<file path="src/core/iprs_pkg.sv">
// Constants for the cycle counter and data cache test register group
package iprs_pkg;
	// ----------------------------------------
	// Register indices
	// ----------------------------------------
	localparam logic [9:0] alternate_mode_select_idx = 10'h20c;
	localparam logic [9:0] cycle_counter_value_idx = 10'h20d;
	localparam logic [9:0] cycle_counter_control_idx = 10'h20e;
	localparam logic [9:0] data_cache_invalidate_all_idx = 10'h210;
	localparam logic [9:0] data_cache_test_control_idx = 10'h213;
	localparam logic [9:0] data_cache_diag_tag_port_idx = 10'h214;
	// ----------------------------------------
	// Field positions
	// ----------------------------------------
	localparam int mode_lo = 3;
	localparam int mode_hi = 4;
	localparam int count_lo = 4;
	localparam int count_hi = 31;
	localparam int offset_lo = 32;
	localparam int counter_enable_bit = 32;
	localparam int first_bank_select = 0;
	localparam int second_bank_write_enable = 1;
	localparam int index_lo = 3;
	localparam int index_hi = 12;
	localparam int repair_data_bit = 13;
	localparam int repair_shift_bit = 14;
	localparam int repair_load_bit = 15;
	// ----------------------------------------
	// Reset values and timing
	// ----------------------------------------
	localparam logic [1:0] mode_reset = 2'h0;
	localparam logic [15:0] test_ctl_reset = 16'h0000;
	localparam int enable_delay_cycles = 3;
	localparam logic [1:0] enable_delay_load = 2'(enable_delay_cycles - 1);
	typedef enum logic [1:0] {
		mode_kernel = 2'h0,
		mode_executive = 2'h1,
		mode_supervisor = 2'h2,
		mode_user = 2'h3
	} alternate_mode_select_t;
endpackage : iprs_pkg

</file>
<file path="src/core/cycle_dcache_iprs.sv">
// Cycle counter, alternate mode and data cache test register group
// Contract
// Any invalidate write clears all valid bits in both cache banks.
// Alternate mode field bits 4:3 select kernel, executive, supervisor or user.
// When enabled, low 32 counter bits increment each clock; upper half holds.
// Counter register write updates only bits 63:32.
// Read cycle count returns full 64-bit counter.
// Counting starts three cycles after enabling control write.
// Reset leaves counter disabled.
// Control write loads bits 31:4, zeroes 3:0, keeps 63:32.
// Control bit 32 enables or disables counting on each control write.
// Test control bits 12:3 hold ten-bit tag index.
// Bit 0 steers reads to bank 0, else bank 1; enables bank 0 writes.
// Bit 1 enables bank 1 writes only, never affects reads.
// Bit 13 drives serial repair data level.
// Writing one to bit 14 gives a one-cycle shift pulse; reads zero.
// Software shifts repair data one bit per shift write.
// Bit 15 selects scanned data over fuses; cleared by reset.
// Software follows repair writes with a memory barrier.
// Tag write updates every bank whose write enable is set.
// Alternate mode bits outside the field are ignored.
// Reads of write-only registers disturb nothing.
`timescale 1ns/1ps
module cycle_dcache_iprs
	import iprs_pkg::*;
(
	// Clock and reset
	input wire logic i_mclk,
	input wire logic i_srst,
	// Register move port
	input wire logic i_wr_en,
	input wire logic i_rd_en,
	input wire logic [9:0] i_ipr_idx,
	input wire logic [63:0] i_wr_data,
	output logic [63:0] o_rd_data,
	output logic o_rd_valid,
	// Read cycle count instruction
	input wire logic i_read_cycle_count_instruction,
	output logic [63:0] o_cycle_count,
	// Alternate mode to load/store unit
	output logic [1:0] o_alternate_mode_select,
	// Data cache control
	output logic o_dcache_invalidate,
	output logic [9:0] o_tag_index,
	output logic o_tag_rd_first_bank_select,
	output logic o_tag_wr_first_bank_select,
	output logic o_tag_wr_second_bank_write_enable,
	output logic o_tag_wr_pulse,
	output logic o_tag_rd_pulse,
	output logic o_repair_data,
	output logic o_repair_shift,
	output logic o_repair_load
);
	// ----------------------------------------
	// Decode
	// ----------------------------------------
	logic wr_mode;
	logic wr_cc;
	logic wr_ctl;
	logic wr_inv;
	logic wr_test;
	logic wr_tag;
	logic rd_tag;
	logic counting;

	assign wr_mode = i_wr_en && (i_ipr_idx == alternate_mode_select_idx);
	assign wr_cc = i_wr_en && (i_ipr_idx == cycle_counter_value_idx);
	assign wr_ctl = i_wr_en && (i_ipr_idx == cycle_counter_control_idx);
	assign wr_inv = i_wr_en && (i_ipr_idx == data_cache_invalidate_all_idx);
	assign wr_test = i_wr_en && (i_ipr_idx == data_cache_test_control_idx);
	assign wr_tag = i_wr_en && (i_ipr_idx == data_cache_diag_tag_port_idx);
	assign rd_tag = i_rd_en && (i_ipr_idx == data_cache_diag_tag_port_idx);

	// ----------------------------------------
	// Counter enable pipeline
	// ----------------------------------------
	enable_delay u_enable_delay (
		.i_mclk(i_mclk),
		.i_srst(i_srst),
		.i_write(wr_ctl),
		.i_enable(i_wr_data[counter_enable_bit]),
		.o_counting(counting)
	);

	// ----------------------------------------
	// Cycle counter
	// ----------------------------------------
	logic [31:0] cc_offset_r;
	logic [31:0] cc_offset_nxt;
	logic [31:0] cc_count_r;
	logic [31:0] cc_count_nxt;

	always_comb begin
		cc_offset_nxt = cc_offset_r;
		cc_count_nxt = cc_count_r;
		if (counting) begin
			cc_count_nxt = cc_count_r + 32'h1;
		end
		if (wr_cc) begin
			cc_offset_nxt = i_wr_data[63:offset_lo];
		end
		if (wr_ctl) begin
			cc_count_nxt = {i_wr_data[count_hi:count_lo], 4'h0};
		end
	end

	always_ff @(posedge i_mclk) begin
		if (i_srst) begin
			cc_offset_r <= 32'h0;
			cc_count_r <= 32'h0;
		end else begin
			cc_offset_r <= cc_offset_nxt;
			cc_count_r <= cc_count_nxt;
		end
	end

	// ----------------------------------------
	// Mode and test control
	// ----------------------------------------
	alternate_mode_select_t mode_r;
	alternate_mode_select_t mode_nxt;
	logic [15:0] test_r;
	logic [15:0] test_nxt;
	logic shift_r;
	logic shift_nxt;
	logic inv_r;
	logic inv_nxt;
	logic tag_wr_r;
	logic tag_wr_nxt;
	logic tag_rd_r;
	logic tag_rd_nxt;

	always_comb begin
		mode_nxt = mode_r;
		test_nxt = test_r;
		// Only the two mode bits are kept
		if (wr_mode) begin
			mode_nxt = alternate_mode_select_t'(i_wr_data[mode_hi:mode_lo]);
		end
		if (wr_test) begin
			test_nxt = i_wr_data[15:0];
			test_nxt[repair_shift_bit] = 1'b0;
		end
		shift_nxt = wr_test && i_wr_data[repair_shift_bit];
		inv_nxt = wr_inv;
		tag_wr_nxt = wr_tag;
		tag_rd_nxt = rd_tag;
	end

	always_ff @(posedge i_mclk) begin
		if (i_srst) begin
			mode_r <= mode_kernel;
			test_r <= test_ctl_reset;
			shift_r <= 1'b0;
			inv_r <= 1'b0;
			tag_wr_r <= 1'b0;
			tag_rd_r <= 1'b0;
		end else begin
			mode_r <= mode_nxt;
			test_r <= test_nxt;
			shift_r <= shift_nxt;
			inv_r <= inv_nxt;
			tag_wr_r <= tag_wr_nxt;
			tag_rd_r <= tag_rd_nxt;
		end
	end

	// ----------------------------------------
	// Read path
	// ----------------------------------------
	logic [63:0] rd_data_r;
	logic [63:0] rd_data_nxt;
	logic rd_valid_r;
	logic [63:0] read_cycle_count_instruction_r;
	logic [63:0] read_cycle_count_instruction_nxt;

	always_comb begin
		// Write-only registers and the tag port return zero; a tag port read also pulses o_tag_rd_pulse
		rd_data_nxt = 64'h0;
		if (i_ipr_idx == cycle_counter_value_idx) begin
			rd_data_nxt = {cc_offset_r, cc_count_r};
		end else if (i_ipr_idx == data_cache_test_control_idx) begin
			rd_data_nxt = {48'h0, test_r};
		end
		read_cycle_count_instruction_nxt = i_read_cycle_count_instruction ? {cc_offset_r, cc_count_r} : read_cycle_count_instruction_r;
	end

	always_ff @(posedge i_mclk) begin
		if (i_srst) begin
			rd_data_r <= 64'h0;
			rd_valid_r <= 1'b0;
			read_cycle_count_instruction_r <= 64'h0;
		end else begin
			rd_data_r <= i_rd_en ? rd_data_nxt : rd_data_r;
			rd_valid_r <= i_rd_en;
			read_cycle_count_instruction_r <= read_cycle_count_instruction_nxt;
		end
	end

	// ----------------------------------------
	// Outputs
	// ----------------------------------------
	assign o_rd_data = rd_data_r;
	assign o_rd_valid = rd_valid_r;
	assign o_cycle_count = read_cycle_count_instruction_r;
	assign o_alternate_mode_select = mode_r;
	assign o_dcache_invalidate = inv_r;
	assign o_tag_index = test_r[index_hi:index_lo];
	assign o_tag_rd_first_bank_select = test_r[first_bank_select];
	assign o_tag_wr_first_bank_select = test_r[first_bank_select];
	assign o_tag_wr_second_bank_write_enable = test_r[second_bank_write_enable];
	assign o_tag_wr_pulse = tag_wr_r;
	assign o_tag_rd_pulse = tag_rd_r;
	assign o_repair_data = test_r[repair_data_bit];
	assign o_repair_shift = shift_r;
	assign o_repair_load = test_r[repair_load_bit];
endmodule : cycle_dcache_iprs

</file>
<file path="src/core/enable_delay.sv">
// Delayed enable for the cycle counter
`timescale 1ns/1ps
module enable_delay
	import iprs_pkg::*;
(
	// Clock and reset
	input wire logic i_mclk,
	input wire logic i_srst,
	// Control
	input wire logic i_write,
	input wire logic i_enable,
	// State
	output logic o_counting
);
	logic [1:0] wait_r;
	logic [1:0] wait_nxt;
	logic counting_r;
	logic counting_nxt;
	logic arm_r;
	logic arm_nxt;

	always_comb begin
		wait_nxt = wait_r;
		counting_nxt = counting_r;
		arm_nxt = arm_r;
		if (i_write) begin
			// Disable is immediate; enable waits out the pipeline
			counting_nxt = 1'b0;
			arm_nxt = i_enable;
			wait_nxt = enable_delay_load;
		end else if (arm_r) begin
			if (wait_r == 2'h1) begin
				counting_nxt = 1'b1;
				arm_nxt = 1'b0;
			end
			wait_nxt = wait_r - 2'h1;
		end
	end

	always_ff @(posedge i_mclk) begin
		if (i_srst) begin
			wait_r <= 2'h0;
			counting_r <= 1'b0;
			arm_r <= 1'b0;
		end else begin
			wait_r <= wait_nxt;
			counting_r <= counting_nxt;
			arm_r <= arm_nxt;
		end
	end

	assign o_counting = counting_r;
endmodule : enable_delay

</file>
<file path="config.mk">
export PLATFORM = sky130hd
export DESIGN_NAME = cycle_dcache_iprs
export DESIGN_NICKNAME = d
export VERILOG_FILES = /design/src/core/iprs_pkg.sv /design/src/core/cycle_dcache_iprs.sv /design/src/core/enable_delay.sv
export SDC_FILE = /design/constraint.sdc
export NUM_CORES = 1
export LEC_CHECK = 0
export BUFFER_PORTS_ARGS = -buffer_cell sky130_fd_sc_hd__buf_2
export CORE_MARGIN = 10
export CORE_UTILIZATION = 45
export CTS_CLUSTER_SIZE = 16
export DETAILED_ROUTE_END_ITERATION = 16
export PLACE_DENSITY = 0.7
export SETUP_SLACK_MARGIN = 0.1
export SYNTH_ARGS = -nofsm -noshare
export SYNTH_HDL_FRONTEND = slang
export SYNTH_SLANG_ARGS = --single-unit
</file>
<file path="constraint.sdc">
create_clock -name i_mclk -period 2.13 [get_ports i_mclk]
set_input_delay 0.3195 -clock i_mclk [delete_from_list [all_inputs] [get_ports i_mclk]]
set_output_delay 0.3195 -clock i_mclk [all_outputs]
set_load 0.005 [all_outputs]
</file>
==> flow_summary.toml, run 1 <==
[clock_network]
hold_buffers = 0
clock_latency_ns = 0.51
htreeDepth = 1
cts_sinks = 218
ctsLongestPathBuffers = 3
cts_buffers = 24
cts_root_buf = "clkbuf_16"
clkTransAtPathRegs_ns = 0.06
cts_tree = "built"

[critical_path]
critPathTopFamily = "simple AND/OR/NAND/NOR gates"
worst-path-buf-inv = 1
crit_path_end_kind = "register"
rr_endpoint = "cc_count_r[29]"
path_class = "reg2reg"
crit_arrival_ns = 2.29
cpPeakStageDelay_ns = 0.46
path_depth = 6
reg2reg_from = "cc_count_r[6]"
reg2reg_depth = 6
cp_max_fo = 5
rrSetupSlack_ns = 0.27
startpoint = "cc_count_r[6]"
crit_path_top_delay_cell = "dfxtp_1"
cp_cell_sequence = "nand4_2 -> nor3_4 -> buf_4 -> nand3_2 -> or3_1 -> a311oi_2"
worst_setup_path_start_kind = "register"
cp.required_ns = 2.55
endpoint = "cc_count_r[29]"

[logic_synthesis]
ys_ff_latch = 218
synth-async-reset-ratio_pct = 0
synthAdderAreaFrac_pct = 0.294
synth_area_um2 = 8520
synth_cell_types = 41
ys.flop_type = "dfxtp_1"
synth_top_family_by_area = "simple AND/OR/NAND/NOR gates"
synth_area_leaders = "dfxtp_1, mux2i_1, nor2_1, a21oi_1, nor2b_1"
avgSynthCellArea_um2 = 8.89
syn_nets = 1040
synth-seq-area-share_pct = 51.2
synth-xor-area-share_pct = 3.19
synth.yosys.warnings = 0
synth_compound_area_share_pct = 10.9
synthMuxAreaShare_pct = 7.99
netlist.area_leader.share_pct = 51.2
postSynthCellCount = 959
yosys.area_share.simple_pct = 22.1
synth_edf_count = 0
yosysTopAreaCell = "dfxtp_1"

[power]
power_leakage_nw = 4.88
ir_drop_uv = 589
power_density_nw_per_um2 = 816

[die]
io_pins = 229
die_h_um = 158
core_um2 = 18600
fp-row-count = 50
die_x_um = 158
initial_utilization_pct = 45.7
die-area_um2 = 24800

[timing]
rsz0062_at_grt = "no"
fin_worst_skew_ns = 0.00645
fin_crit_ns = 1.86
maxSlewHeadroom_pct = 46.8
setup_viol = 0
worst_pin_slew_ns = 0.798
drv_slew = 0
hold_viol_final = 0
clock.fmax_mhz = 537
fin_setup_tns_ns = 0
final.period_utilization_pct = 87.4

[hold_path]
holdCritPathClass = "in2reg"
min_from = "i_wr_data[58]"

[global_routing]
grt_pass1_vias = 7220
grt_pass1_wl_um = 37900
grt_overflow = 0
grt_max_degree = 66
antenna_found_initial = 0
grt.total_usage_pct = 18.6

[routing]
vias = 7248
drt_iter0_markers = 301
drcViolationCount = 0
dr.pass1.iters = 5
wl_per_cell_um = 16.9
drt_wl_total_um = 24100
ant_nets = 0
vias_per_cell = 5.09

[finish]
nFillCells = 1697
finalNetCount = 1253
final_cells = 1423
drive_gt1_share_pct = 26.8
finalInstanceArea_um2 = 10800
area.growth.synth_to_final_pct = 27.2

[placement]
placed_area_um2 = 9940
dpl.cell_count = 1377
hpwl_um = 16300
gp_congestion = 0.793
numPortBuffers = 228

[run]
max_cap_violations = 0

[status]
status = "finished, final reports clean"
[layer usage]
metal  routed length [um]  up-vias  track usage, %
met5                    0        -               0
met4                  320        0            4.19
met3                 2230       27            6.40
met2                11300      196            30.9
met1                10200     3401            22.7
li1                     -     3624               -
[stage by stage]
step / utilization, % / setup WS (ns) / total power (W) / hold WS (ns)
floorplan: - / 0.343 / 0.00430 / 0.396
global route: 58.1 / 0.121 / 0.00911 / 0.0419
detailed placement: 53.3 / 0.000413 / 0.00444 / 0.458
global placement: 53.3 / 0.0417 / 0.00444 / 0.449
CTS: 58.0 / 0.128 / 0.00893 / 0.0275
finish: 58.1 / 0.269 / 0.00885 / 0.0486
[layout by cell type, fill, tap and decap left out, drive strengths merged, types with 3 or more instances in the layout]
cell / instances
a211oi: 27
a21oi: 114
a22o: 15
and2: 5
and3: 10
buf: 264
bufinv: 4
clkbuf: 35
clkinv: 3
dfxtp: 218
inv: 4
mux2i: 68
nand2: 108
nand3: 12
nand4: 11
nor2: 170
nor2b: 65
nor3: 3
nor3b: 3
nor4: 5
xnor2: 10
xor2: 21
[flip-flops by register name, indices dropped and copies added, names as in the netlist, 2 cells and up]
name,cells
o_cycle_count,64
o_rd_data,64
cc_count_r,32
cc_offset_r,32
test_r,15
o_alternate_mode_select,2
u_enable_delay.wait_r,2
[cells by family after synthesis]
group                    count (synthesis)
AND/OR/NAND/NOR                        401
XOR/XNOR                                31
AO/OA/AOI/OAI                          158
adder cells (fa/ha/maj)                  2
buffers and inverters                   81
multiplexers                            68
flip-flops                             218
[final cells by class]
| class | instances | area, um^2 | share of cell area, % |
|---|---|---|---|
| diodes | 1 | 2.50 | 0.0231 |
| clock buffers | 35 | 733 | 6.76 |
| clock inverters | 7 | 139 | 1.28 |
| inverters | 4 | 15.0 | 0.139 |
| multi-input cells | 660 | 3780 | 34.9 |
| flip-flops and latches | 218 | 4370 | 40.3 |
| well taps | 234 | 293 | 2.70 |
| repair buffers | 264 | 1510 | 13.9 |
[what timing repair did]
item / CTS / global route
endpoints found under the setup margin: 0 / 6
setup buffers: 0 / 3
gates resized for setup: 0 / 1
[power breakdown]
| group | leakage (nW) | total (W) | internal (W) | switching, W |
|---|---|---|---|---|
| clock | 0.430 | 0.00450 | 0.00286 | 0.00164 |
| combinational | 2.69 | 0.000273 | 0.000103 | 0.000169 |
| sequential | 1.76 | 0.00408 | 0.00408 | 0.00000104 |
| total | 4.88 | 0.00885 | 0.00704 | 0.00181 |
[worst register-to-register path, stage by stage, from the launching register on]
cell and delay (ns):
dfxtp_1 0.46, nand4_2 0.25, nor3_4 0.25, buf_4 0.17, nand3_2 0.09, or3_1 0.34
a311oi_2 0.22
[cell usage after synthesis, drive strengths merged (3+ instances only)]
cell / instances
dfxtp: 218
and3: 10
xor2: 21
nor2: 170
a22o: 15
and2: 5
buf: 31
nand2: 108
nor4: 5
nand3: 12
nand4: 11
a21oi: 114
nor3: 3
nor3b: 3
nor2b: 65
a211oi: 27
xnor2: 10
inv: 4
clkbuf: 46
mux2i: 68
[how the worst min path moves through the flow]
| stage | end | cells past startpoint |
|---|---|---|
| 2_1_floorplan | o_dcache_invalidate | 1 |
| 3_3_place_gp | test_r[2] | 2 |
| 3_5_place_dp | test_r[4] | 2 |
| 4_1_cts | o_dcache_invalidate | 2 |
| 5_1_grt | cc_offset_r[24] | 3 |
| 6_report | cc_offset_r[26] | 3 |
No activity file was read; power rests on OpenSTA's default activity.
==> run 2: changes to the inputs <==
--- a/config.mk
+++ b/config.mk
@@ -6,7 +6,7 @@
 export NUM_CORES = 1
 export LEC_CHECK = 0
 export BUFFER_PORTS_ARGS = -buffer_cell sky130_fd_sc_hd__buf_2
-export CORE_MARGIN = 10
+export CORE_MARGIN = 2
 export CORE_UTILIZATION = 45
 export CTS_CLUSTER_SIZE = 16
 export DETAILED_ROUTE_END_ITERATION = 16
==> constraint.sdc (replaced) <==
create_clock -name i_mclk -period 2.1 [get_ports i_mclk]
set_input_delay 0.315 -clock i_mclk [delete_from_list [all_inputs] [get_ports i_mclk]]
set_output_delay 0.315 -clock i_mclk [all_outputs]
set_load 0.005 [all_outputs]
==> run 2 against run 1 <==
Effect of this change:
- sequential cell count unchanged
- clock skew grew 0.0042 ns
- routed wire length is 7.5% lower
- die area fell by 19%
- core utilization down 0.19 points
- largest power group unchanged
- critical path depth stayed put
- maximum frequency grew 0.87%
- worst hold slack worse by 0.017 ns
- total power rose by 2.3%
- cell area is 0.32% lower
- non-clock buffer count shrank 4
==> flow_summary.toml, run 2 (synthesis gave the netlist of run 1 again) <==
[routing]
ant_nets = 0
vias = 7192
drt_iter0_markers = 324
drcViolationCount = 0
dr.pass1.iters = 5
drt_wl_total_um = 22300
vias_per_cell = 5.07
wl_per_cell_um = 15.7

[finish]
area.growth.synth_to_final_pct = 26.8
antenna_cells = 0
final_cells = 1418
drive_gt1_share_pct = 26.7
finalInstanceArea_um2 = 10800
final_cell_mix = "buf_2, dfxtp_1, nor2_1"
utilization_pct = 58.0
finalNetCount = 1248
final_common_cell = "buf_2"

[global_routing]
grt_max_degree = 66
grt_pass1_wl_um = 35900
grt_pass1_vias = 6957
grt_overflow = 0
grt.total_usage_pct = 21.9
antenna_found_initial = 0

[clock_network]
ctsLongestPathBuffers = 3
clock_latency_ns = 0.51
cts_sinks = 218
cts_tree = "built"
clkTransAtPathRegs_ns = 0.06
htreeDepth = 1
cts_buffers = 23
hold_buffers = 0
cts_root_buf = "clkbuf_16"

[power]
power_frac_clock_pct = 51.4
p_int_w = 0.00722
power_frac_comb_pct = 2.9
power_leakage_nw = 4.85
swShare_pct = 20.3
power_density_nw_per_um2 = 838
p_switching_w = 0.00184
p_total_w = 0.00905
ir_drop_uv = 637
sequentialPowerShare_pct = 45.7

[timing]
final.period_utilization_pct = 87.9
clock.fmax_mhz = 542
rsz0062_at_grt = "no"
maxSlewHeadroom_pct = 47.6
hold_viol_final = 0
drv_slew = 0
setup_viol = 0
worst_pin_slew_ns = 0.787
fin_worst_skew_ns = 0.0106
fin_crit_ns = 1.85

[placement]
numPortBuffers = 228
placed_area_um2 = 9900
gp_congestion = 0.793
hpwl_um = 14500
dpl.cell_count = 1373

[hold_path]
holdCritPathClass = "in2reg"
hold_end = "o_dcache_invalidate"
min_from = "i_ipr_idx[2]"
whs_path_depth = 2

[die]
die_h_um = 142
die-area_um2 = 20100
initial_utilization_pct = 45.7
io_pins = 229
fp-row-count = 50
die_x_um = 142
core_um2 = 18600

[critical_path]
crit_arrival_ns = 2.26
reg2reg_depth = 6
rrSetupSlack_ns = 0.25
path_class = "reg2reg"
rr_endpoint = "cc_count_r[29]"
crit_path_end_kind = "register"
worst_setup_path_start_kind = "register"
reg2reg_from = "cc_count_r[5]"
cp.required_ns = 2.52
cp_max_fo = 5

[status]
status = "finished, final reports clean"

[run]
max_cap_violations = 0
-- run 2: power groups by stage --
stage / Combinational (W) / Clock, W / Sequential, W
after floorplan: 0.000136 / 0 / 0.00423
after global placement: 0.000272 / 0 / 0.00423
after detailed placement: 0.000269 / 0 / 0.00423
after CTS: 0.000269 / 0.00475 / 0.00414
after global routing: 0.000288 / 0.00494 / 0.00413
final: 0.000266 / 0.00465 / 0.00414
-- run 2: worst max path at each step --
stage / start / endpoint / depth (start not counted) / slack [ns]
floorplan: u_enable_delay.o_counting / cc_count_r[29] / 6 / 0.31
global placement: i_ipr_idx[5] / u_enable_delay.arm_r / 7 / -0.03
detailed placement: i_ipr_idx[5] / u_enable_delay.arm_r / 7 / -0.09
CTS: cc_count_r[0] / cc_count_r[24] / 6 / 0.10
global route: u_enable_delay.o_counting / cc_count_r[29] / 6 / 0.10
finish: cc_count_r[5] / cc_count_r[29] / 6 / 0.25
-- run 2: worst max-delay path, cell delays in order (launching register included) --
cell and delay, ns:
dfxtp_1 0.46, nand4_2 0.23, nor3_4 0.25, buf_4 0.17, nand3_2 0.08, or3_1 0.34, a311oi_2 0.23
-- run 2: repair_timing --
item,in CTS,in global routing
endpoints found under the setup margin,0,16
gates resized for setup,0,1
hold endpoints to repair,0,0
buffers inserted,0,3
-- run 2: final cells by class --
cell class / instances / area, um^2
Timing Repair Buffer: 260 / 1470
Clock inverter: 15 / 262
Tap cell: 234 / 293
Clock buffer: 27 / 621
Inverter: 4 / 15.0
Fill cell: 1694 / 7840
Multi-Input combinational cell: 660 / 3780
Sequential cell: 218 / 4370
-- run 2: per-stage QoR --
stage,hold slack [ns],worst slack (ns),setup TNS (ns)
final,0.0317,0.255,0
after global routing,0.0247,0.101,0
after CTS,0.00618,0.105,0
after detailed placement,0.453,-0.0878,-0.385
after global placement,0.448,-0.0335,-0.0582
after floorplan,0.391,0.313,0
-- run 2: routing by layer --
metal  global-route usage (%)  up-vias  part of all wire, %
li1                         -     3610                    -
met1                     27.5     3332                   44
met2                     36.5      213                   46
met3                     6.61       37                  7.9
met4                     6.05        0                  2.5
met5                    0.251        -                    0
